`src/spc_defines.svh`:
```
// Constants for the serial port configuration register bank
//
// Contract
// - Pin-mode bit steers reads to output pin
// - Bit-order bit selects LSB first, address increment
// - Bit-order setting ignored while in I2C mode
// - Soft reset restores all registers to defaults
// - SPI: soft reset clears on next serial clock
// - I2C: soft reset clears on next I2C clock
// - Readback select chooses buffer or active bank
`ifndef SPC_DEFINES_SVH
`define SPC_DEFINES_SVH

// ==========================================================
// Register offsets
`define SPC_CFG_OFFSET 12'h000
`define SPC_RBSEL_OFFSET 12'h004

// ==========================================================
// Field positions
`define SPC_CFG_PIN_MODE_BIT 7
`define SPC_CFG_BIT_ORDER_BIT 6
`define SPC_CFG_SOFT_RESET_BIT 5
`define SPC_RBSEL_ACTIVE_BIT 0

// ==========================================================
// Reset values
`define SPC_PIN_MODE_RESET 1'b0
`define SPC_BIT_ORDER_RESET 1'b0
`define SPC_SOFT_RESET_RESET 1'b0
`define SPC_RBSEL_RESET 1'b0
`define SPC_READ_ZERO 8'h00

`endif

```
`src/spc_pkg.sv`:
```
// Types shared by the serial port configuration register bank
package spc_pkg;

  typedef logic [11:0] spc_addr_t;
  typedef logic [7:0] spc_byte_t;

  // Soft reset self-clear sequence
  typedef enum logic [1:0] {
    SPC_SR_IDLE = 2'b00,
    SPC_SR_WAIT_END = 2'b01,
    SPC_SR_WAIT_CLK = 2'b10
  } spc_sr_state_t;

endpackage

```
`src/spc_clk_sync.sv`:
```
// Synchroniser and rising-edge finder for the serial clock pin
`timescale 1ns/10ps
module spc_clk_sync (
  // Clock and reset
  input wire logic ref_clk,
  input wire logic rst,
  // Serial clock pin
  input wire logic serial_clk,
  // Synchronised view
  output logic serial_clk_rise
);
  logic meta_reg;
  logic sync_reg;
  logic last_reg;
  logic meta_next;
  logic sync_next;
  logic last_next;
  logic rise_next;

  // First stage is read only by the second
  always_comb begin
    meta_next = serial_clk;
    sync_next = meta_reg;
    last_next = sync_reg;
    rise_next = sync_reg & ~last_reg;
  end

  always_ff @(posedge ref_clk) begin
    if (rst) begin
      meta_reg <= 1'b0;
      sync_reg <= 1'b0;
      last_reg <= 1'b0;
      serial_clk_rise <= 1'b0;
    end else begin
      meta_reg <= meta_next;
      sync_reg <= sync_next;
      last_reg <= last_next;
      serial_clk_rise <= rise_next;
    end
  end
endmodule

```
`src/spc_config_regs.sv`:
```
// Serial port configuration and readback bank select registers
`timescale 1ns/10ps
`include "spc_defines.svh"
module spc_config_regs (
  // Clock and reset
  input wire logic ref_clk,
  input wire logic rst,
  // Port mode and serial clock pin
  input wire logic i2c_mode,
  input wire logic serial_clk,
  // Decoded register write from the serial engine
  input wire logic wr_en,
  input wire spc_pkg::spc_addr_t wr_addr,
  input wire spc_pkg::spc_byte_t wr_data,
  input wire logic wr_xfer_done,
  // Register read from the serial engine
  input wire spc_pkg::spc_addr_t rd_addr,
  output spc_pkg::spc_byte_t rd_data,
  // Read bit to be driven onto the pins
  input wire logic rd_bit,
  input wire logic rd_bit_drive,
  // Data pin (two-way) and output pin
  output logic sdio_out,
  output logic sdio_oe,
  output logic serial_output_pin_out,
  output logic serial_output_pin_oe,
  // Configuration seen by the rest of the device
  output logic unidirectional_pin_select,
  output logic lsb_first_addr_incr,
  output logic soft_reset,
  output logic readback_active_sel
);
  import spc_pkg::*;

  // ==========================================================
  // Decoding
  function automatic logic hit(input spc_addr_t a, input spc_addr_t off);
    hit = (a == off);
  endfunction

  // ==========================================================
  // Serial clock edges
  logic sclk_rise;

  spc_clk_sync u_sync (
    .ref_clk(ref_clk),
    .rst(rst),
    .serial_clk(serial_clk),
    .serial_clk_rise(sclk_rise)
  );

  // ==========================================================
  // Register state
  logic pin_mode_reg;
  logic pin_mode_next;
  logic bit_order_reg;
  logic bit_order_next;
  logic rbsel_reg;
  logic rbsel_next;
  logic sr_bit_reg;
  logic sr_bit_next;
  spc_sr_state_t sr_state_reg;
  spc_sr_state_t sr_state_next;
  logic cfg_wr;
  logic rb_wr;

  always_comb begin
    cfg_wr = wr_en & hit(wr_addr, `SPC_CFG_OFFSET);
    rb_wr = wr_en & hit(wr_addr, `SPC_RBSEL_OFFSET);
    pin_mode_next = pin_mode_reg;
    bit_order_next = bit_order_reg;
    rbsel_next = rbsel_reg;
    sr_bit_next = sr_bit_reg;
    sr_state_next = sr_state_reg;
    // Bits 4 and 3:0 are not stored; mirror copy is rebuilt on read
    if (cfg_wr) begin
      if (!i2c_mode) begin
        pin_mode_next = wr_data[`SPC_CFG_PIN_MODE_BIT];
        bit_order_next = wr_data[`SPC_CFG_BIT_ORDER_BIT];
      end
      // Upper two bits unused in I2C mode, so the write drops them
    end
    // Only the select is kept here; the bank mux sits downstream
    if (rb_wr) begin
      rbsel_next = wr_data[`SPC_RBSEL_ACTIVE_BIT];
    end
    // Self-clear is timed by the host's clock, not ref_clk: a host that
    // parks its clock after the write leaves the bit set until it resumes
    case (sr_state_reg)
      SPC_SR_IDLE: begin
        if (cfg_wr && wr_data[`SPC_CFG_SOFT_RESET_BIT]) begin
          sr_bit_next = 1'b1;
          sr_state_next = SPC_SR_WAIT_END;
        end
      end
      SPC_SR_WAIT_END: begin
        // A clock edge within the write itself must not clear the bit
        if (wr_xfer_done) begin
          sr_state_next = SPC_SR_WAIT_CLK;
        end
      end
      SPC_SR_WAIT_CLK: begin
        // Same edge serves SCLK in SPI and SCL in I2C
        // A pin edge that rose up to three ref_clk cycles before the
        // transfer ended can still count as the first serial cycle
        if (sclk_rise) begin
          sr_bit_next = 1'b0;
          sr_state_next = SPC_SR_IDLE;
        end
      end
      default: begin
        // Unreachable code: drop the bit rather than hang with it set
        sr_bit_next = 1'b0;
        sr_state_next = SPC_SR_IDLE;
      end
    endcase
    // While soft reset stands every field holds its default
    if (sr_bit_next) begin
      pin_mode_next = `SPC_PIN_MODE_RESET;
      bit_order_next = `SPC_BIT_ORDER_RESET;
      rbsel_next = `SPC_RBSEL_RESET;
    end
  end

  always_ff @(posedge ref_clk) begin
    if (rst) begin
      pin_mode_reg <= `SPC_PIN_MODE_RESET;
      bit_order_reg <= `SPC_BIT_ORDER_RESET;
      rbsel_reg <= `SPC_RBSEL_RESET;
      sr_bit_reg <= `SPC_SOFT_RESET_RESET;
      sr_state_reg <= SPC_SR_IDLE;
    end else begin
      pin_mode_reg <= pin_mode_next;
      bit_order_reg <= bit_order_next;
      rbsel_reg <= rbsel_next;
      sr_bit_reg <= sr_bit_next;
      sr_state_reg <= sr_state_next;
    end
  end

  // ==========================================================
  // Readback and outputs
  spc_byte_t rd_data_next;
  logic hi_pin;
  logic hi_order;
  logic uni_next;
  logic order_next;
  logic sdio_out_next;
  logic sdio_oe_next;
  logic so_out_next;
  logic so_oe_next;
  logic [3:0] cfg_hi_nib;
  logic [3:0] cfg_lo_nib;

  // ==========================================================
  // Configuration read image
  // Upper two bits read zero in I2C mode; bit 4 is never stored
  assign hi_pin = i2c_mode ? 1'b0 : pin_mode_reg;
  assign hi_order = i2c_mode ? 1'b0 : bit_order_reg;
  assign cfg_hi_nib = {hi_pin, hi_order, sr_bit_reg, 1'b0};

  // Lower nibble holds no flops: it is rebuilt from the upper one on
  // every read, so a host in either bit order sees one consistent byte
  genvar gi;
  generate
    for (gi = 0; gi < 4; gi = gi + 1) begin : g_mirror
      assign cfg_lo_nib[gi] = cfg_hi_nib[3 - gi];
    end
  endgenerate

  always_comb begin
    rd_data_next = `SPC_READ_ZERO;
    if (hit(rd_addr, `SPC_CFG_OFFSET)) begin
      // Low nibble reads as reversed high nibble, bit 4 reads zero
      rd_data_next = {cfg_hi_nib, cfg_lo_nib};
    end else if (hit(rd_addr, `SPC_RBSEL_OFFSET)) begin
      rd_data_next = {7'h00, rbsel_reg};
    end
    uni_next = hi_pin;
    order_next = i2c_mode ? 1'b0 : bit_order_reg;
    // Pin steering for read data; output pin floats in two-wire mode
    sdio_out_next = 1'b0;
    sdio_oe_next = 1'b0;
    so_out_next = 1'b0;
    so_oe_next = 1'b0;
    if (rd_bit_drive) begin
      if (uni_next) begin
        so_out_next = rd_bit;
        so_oe_next = 1'b1;
      end else begin
        sdio_out_next = rd_bit;
        sdio_oe_next = 1'b1;
      end
    end
  end

  always_ff @(posedge ref_clk) begin
    if (rst) begin
      rd_data <= `SPC_READ_ZERO;
      sdio_out <= 1'b0;
      sdio_oe <= 1'b0;
      serial_output_pin_out <= 1'b0;
      serial_output_pin_oe <= 1'b0;
      unidirectional_pin_select <= `SPC_PIN_MODE_RESET;
      lsb_first_addr_incr <= `SPC_BIT_ORDER_RESET;
      soft_reset <= `SPC_SOFT_RESET_RESET;
      readback_active_sel <= `SPC_RBSEL_RESET;
    end else begin
      rd_data <= rd_data_next;
      sdio_out <= sdio_out_next;
      sdio_oe <= sdio_oe_next;
      serial_output_pin_out <= so_out_next;
      serial_output_pin_oe <= so_oe_next;
      unidirectional_pin_select <= uni_next;
      lsb_first_addr_incr <= order_next;
      // Output lags the internal bit by one edge
      soft_reset <= sr_bit_reg;
      readback_active_sel <= rbsel_reg;
    end
  end
endmodule

```
`config.mk`:
```
export PLATFORM = sky130hd
export DESIGN_NAME = spc_config_regs
export DESIGN_NICKNAME = d
export VERILOG_FILES = /design/src/spc_pkg.sv /design/src/spc_clk_sync.sv /design/src/spc_config_regs.sv
export VERILOG_INCLUDE_DIRS = /design/src
export SDC_FILE = /design/constraint.sdc
export NUM_CORES = 1
export LEC_CHECK = 0
export ABC_AREA = 1
export BUFFER_PORTS_ARGS = -buffer_cell sky130_fd_sc_hd__buf_4
export CAP_MARGIN = 40
export CELL_PAD_IN_SITES_DETAIL_PLACEMENT = 0
export CELL_PAD_IN_SITES_GLOBAL_PLACEMENT = 1
export CORE_AREA = 3 3 54 69
export CTS_BUF_LIST = sky130_fd_sc_hd__clkbuf_4
export CTS_CLUSTER_SIZE = 40
export DETAILED_ROUTE_END_ITERATION = 7
export DIE_AREA = 0 0 57 72
export GPL_TIMING_DRIVEN = 0
export PLACE_DENSITY_LB_ADDON = 0.1
export SYNTH_ARGS = -nofsm -noshare
export SYNTH_HDL_FRONTEND = slang
export SYNTH_SLANG_ARGS = --single-unit
```
`constraint.sdc`:
```
create_clock -name ref_clk -period 1.39 [get_ports ref_clk]
set_clock_uncertainty 0.15 [all_clocks]
set_input_delay 0.0695 -clock ref_clk [delete_from_list [all_inputs] [get_ports ref_clk]]
set_output_delay 0.0695 -clock ref_clk [all_outputs]
set_load 0.02 [all_outputs]
```
Yosys cells after proc, flatten, opt, wreduce, memory -nomap -nowiden

Cells that the tools add are included.

Memory bits (read-only): 0
Latch bits: 0
Output and inout bits: 16
Memories: 0
Bits of input ports: 40
Word-level logic and storage cells: 57
Bits in writable memories: 0
Register bits: 26

Reductions and logical operators: 11
Div/mod/pow operators: 0
Shift-type cells: 0
$lt $le $gt $ge: 0
Add/sub/neg operators: 0
$mul: 0
Eq/ne operators: 7
Bitwise gates (word level): 7
Multiplexer cells: 13

Operator list:

| operator                                              | count |
|---|---|
| equality test 12 x 3 -> 1 bit, second input constant  | 2 |
| logical NOT 12 bit                                    | 2 |
| two-way mux 8 bit                                     | 1 |
| two-way mux 1 bit                                     | 7 |
| two-way mux 2 bit                                     | 3 |
| one-hot mux 2 bit (3 select lines)                    | 1 |
| OR reduction 2 bit                                    | 3 |
| OR reduction 3 bit                                    | 2 |
| inequality test 2 bit, second input constant          | 2 |
| inverter 1 bit                                        | 4 |
| AND 1 bit                                             | 3 |
| one-hot mux 1 bit (3 select lines)                    | 1 |
| AND reduction 3 bit                                   | 1 |
| equality test 2 x 1 -> 1 bit, second input constant   | 1 |
| equality test 2 bit, second input constant            | 1 |
| logical NOT 2 bit                                     | 1 |
| inequality test 2 x 1 -> 1 bit, second input constant | 1 |
| AND reduction 2 bit                                   | 1 |
| logical AND 1 bit                                     | 1 |

Longest topological paths before layout

Depth after elaboration: 6
Mapped depth: 9
Gate-level depth less buffers: 9

Modules after synthesis

From an unflattened synthesis, not the netlist that was laid out.

Cell total of the unflattened synthesis: 120
Area, all modules: 879.6 µm²

By module, submodules not included:

| module          | sequential area each (µm²) | area each (µm²) | cells an instance | times used |
|---|---|---|---|---|
| spc_config_regs | 360.3                      | 764.5           | 108               | 1 |
| spc_clk_sync    | 80.1                       | 115.1           | 12                | 1 |

Worst setup path after synthesis

Ideal clock, no wire load.

Path kind: register to register
Start point: register sr_state_reg[0]
End point: register bit_order_reg
Buffers on the path: 0
Setup time: 0.110 ns
Cell stages (with the launch flop): 9
Clock period less this slack: 1.046 ns
Slack: 0.344 ns
Required time: 1.130 ns
Arrival: 0.786 ns
Path through: dfxtp_1 -> inv_1 -> nand2_1 -> o21ai_1 -> nand2_1 -> nand2_1 -> nand2_2 -> nand2_2 -> nor2_1

Cells in the longest elaborated chain, start to end: 3
Elaborated cells between the ends (all ways): 5
Those cells by class: eq/ne: 2; mux: 1; reduce/logical: 2

RTL lines:

| what                                              | RTL line               | source |
|---|---|---|
| start: declaration                                | spc_config_regs.sv:62  | `spc_sr_state_t sr_state_reg;` |
| start signal: assignment                          | spc_config_regs.sv:137 | `sr_state_reg <= sr_state_next;` |
| equality test 2 bit, or another cell as far along | spc_config_regs.sv:89  | `case (sr_state_reg)` |
| one-hot mux 1 bit (3 select lines) *              | spc_config_regs.sv:89  |  |
| OR reduction 2 bit (no line) *                    | n/a                    |  |
| end signal: assignment                            | spc_config_regs.sv:128 | `` bit_order_reg <= `SPC_BIT_ORDER_RESET; `` |
| end signal: assignment                            | spc_config_regs.sv:134 | `bit_order_reg <= bit_order_next;` |
| end: declaration                                  | spc_config_regs.sv:56  | `logic bit_order_reg;` |

Every way passes the cells marked *; elsewhere a longest branch is shown, timed or not.
A chain may end at the register's enable or synchronous reset.

Worst setup path after layout

Start point: input rd_addr[1]
End point: register rd_data[0]

Cells in the longest elaborated chain, start to end: 3
Elaborated cells between the ends (all ways): 4
Those cells by class: eq/ne: 1; mux: 2; reduce/logical: 1

RTL lines:

| what                          | RTL line               | source |
|---|---|---|
| start: declaration            | spc_config_regs.sv:17  | `input wire spc_pkg::spc_addr_t rd_addr,` |
| equality test 12 x 3 -> 1 bit | spc_config_regs.sv:38  | `hit = (a == off);` |
| two-way mux 1 bit             | spc_config_regs.sv:176 | `` end else if (hit(rd_addr, `SPC_RBSEL_OFFSET)) begin `` |
| two-way mux 8 bit *           | spc_config_regs.sv:173 | `` if (hit(rd_addr, `SPC_CFG_OFFSET)) begin `` |
| end signal: assignment        | spc_config_regs.sv:199 | `` rd_data <= `SPC_READ_ZERO; `` |
| end signal: assignment        | spc_config_regs.sv:209 | `rd_data <= rd_data_next;` |
| end: declaration              | spc_config_regs.sv:18  | `output spc_pkg::spc_byte_t rd_data,` |

Marked as above.

==> results.cfg <==
[setup_path]
end_kind = flop
path_class = input pin to flop
cp.arrival_ps = 1420
path_max_fanout = 4
cp_data_required_time_ps = 1480
r2r_cells = 8
r2r-start = sr_state_reg[0]
r2r-end = bit_order_reg
startpoint_type = input pin
regToRegSetupSlack_ps = 240

[floorplan]
die_area_um2 = 4104
die_h_um = 72
rows = 23
die_w_um = 57
io_pins = 56
start_util_pct = 28.46
coreArea_um2 = 3166

[placed_design]
port_buffers = 49
place_ws_ps = 215.0
hpwl_um = 1578
place.gp.congestion = 0.7013

[yosys]
avgSynthCellArea_um2 = 7.445
synth_cell_type_count = 20
netlist_instances = 121
seq_area_frac_synth_pct = 48.89
synth_area_um2 = 900.9
ys_ff_latch = 22
synth-warning-count = 0

[clocking]
clkLatencyLatePin_ps = 290
clockBufferDepth = 2
cts_setup_buffers = 0
cts_buffers = 3
cts.sinks = 22
cts_root_buffer = clkbuf_4
clkTransAtPathRegs_ps = 110
cts_max_level = 1
cts_tree = yes

[routing]
drc_errors = 0
vias = 898
postRouteAntennaNets = 0
wl_um = 1971
avgViaCountPerCell = 3.956
drt-initial-drc-count = 11
wire_per_inst_um = 8.683
dr.pass1.iters = 2

[global_routing]
grtUsageMet3_pct = 2.313
met2_usage_pct = 20.08
antenna_found_initial = 0
grt_util_all_layers_pct = 10.78
grt_pass1_wl_um = 3574
grt-busiest-layer = met2
grt_pass1_vias = 921
grt_overflow = 0
grt_max_degree = 12
grtUsageMet1_pct = 11.83

[layout]
largest_reg_flops = 4
area_growth_pct = 67.22
seq_area_um2 = 440.4
fillCellCount = 338
nets = 232
drive_gt1_share_pct = 37.37
multi_input_area_um2 = 360.3
diodes = 0

[sta]
fin_crit_sh_pct = 95.96
tns_ps = 0
finalSetupViolCount = 0
finalHoldViolations = 0
max_freq_ghz = 0.7497
rsz0062_at_grt = false
fin_crit_ps = 1334
finalWorstSetupSlack_ps = 56.13
slew_viol_final = 0
holdWs_ps = 20.56

[power]
power_density_nw_per_um2 = 714.0
power_leakage_nw = 0.7383
irDropWorstVdd_uv = 426.6

[job]
cap_violations = 0

[hold_path]
worstHoldStart = rd_addr[5]
min_delay_path_depth = 6
min_to = rd_data[0]
hold_class = input pin to flop

[outcome]
outcome = finished clean
==> worst max path at each step <==
stage | endpoint | start | depth (start not counted) | slack, ps
2_1_floorplan | bit_order_reg | sr_state_reg[0] | 8 | 340
3_3_place_gp | rbsel_reg | wr_addr[11] | 9 | 240
3_5_place_dp | pin_mode_reg | wr_addr[11] | 9 | 220
4_1_cts | rd_data[0] | rd_addr[1] | 6 | 70
5_1_grt | rd_data[5] | rd_addr[1] | 6 | 3
6_report | rd_data[0] | rd_addr[1] | 6 | 60
==> synth_stat cells <==
cell type	n	area (um^2)
nand2_2	3	18.77
clkbuf_1	1	3.750
nor2_2	1	6.260
nor2_1	31	116.4
or3_4	1	11.26
nand3_1	3	15.01
buf_4	4	30.03
o21ai_2	1	8.760
inv_2	4	15.01
nor2_4	3	33.78
nor3_1	3	15.01
nand3_2	1	10.01
conb_1	1	3.750
inv_1	16	60.06
nand4_1	2	12.51
nand2_1	21	78.83
nor4_1	1	6.260
nor3_2	1	10.01
dfxtp_1	22	440.4
o21ai_1	1	5.000
==> layer usage <==
metal	part of all wire (%)	vias up	wire length, um
met1	36	370	713
met4	0.71	0	14
li1	-	493	-
met3	8.2	2	162
met5	0	-	0
met2	55	33	1080
==> timing repair <==
| action | CTS | global route |
|---|---|---|
| hold buffers | 16 | 0 |
| resized for setup | 0 | 1 |
| hold endpoints to repair | 18 | 0 |
| endpoints found under the setup margin | 0 | 1 |
==> through the flow <==
stage | total power, mW | instances | area [um^2] | utilization, %
finish | 1.076 | 227 | 1506 | 47.59
global route | 1.147 | 227 | 1506 | 47.59
CTS | 1.097 | 227 | 1501 | 47.43
detailed placement | 0.7850 | 208 | 1319 | 41.66
global placement | 0.7825 | 208 | 1319 | 41.66
floorplan | 0.6969 | 122 | 904.6 | -
==> power breakdown <==
| group | switching, mW | total (mW) | internal (mW) | leakage (nW) |
|---|---|---|---|---|
| clock | 0.169 | 0.270 | 0.101 | 0.0138 |
| sequential | 0.00168 | 0.639 | 0.637 | 0.178 |
| combinational | 0.0574 | 0.167 | 0.110 | 0.546 |
| total | 0.228 | 1.08 | 0.848 | 0.738 |
==> placed cells by master, fill, tap and decap left out <==
master,instances
o21ai_2,1
clkbuf_1,1
inv_1,16
nor2_1,31
nand3_2,1
nand3_1,3
nor2_2,1
inv_2,4
clkbuf_4,3
nand2_2,2
dlygate4sd3_1,16
buf_4,53
o21ai_1,1
conb_1,2
nor4_1,1
nand4_1,2
nor3_2,1
dfxtp_1,22
nand2_1,21
nand2_4,1
nor2_4,3
or3_4,1
nor3_1,3
==> logic make-up (layout without fill, tap and decap cells) <==
kind of cell | after synthesis | in the layout | synth area share (%)
AOI/OAI and AO/OA | 2 | 2 | 1.527
buffers and inverters | 25 | 93 | 12.08
DFF | 22 | 22 | 48.89
other | 1 | 2 | 0.4163
and+or+nand+nor | 71 | 71 | 37.08
==> area by class of cell <==
class / instances / share of cell area (%)
Buffer: 5 / 2.243
Clock buffer: 3 / 1.495
Inverter: 20 / 4.983
Multi-Input combinational cell: 75 / 23.92
Sequential cell: 22 / 29.24
Tap cell: 37 / 3.073
Timing Repair Buffer: 65 / 35.05
==> critical path: stages <==
cell and delay, ps:
dlygate4sd3_1 540, buf_4 130, or3_4 400, nor2_4 110, nand2_4 70, o21ai_2 100
Power figures use the tool's default switching activity.
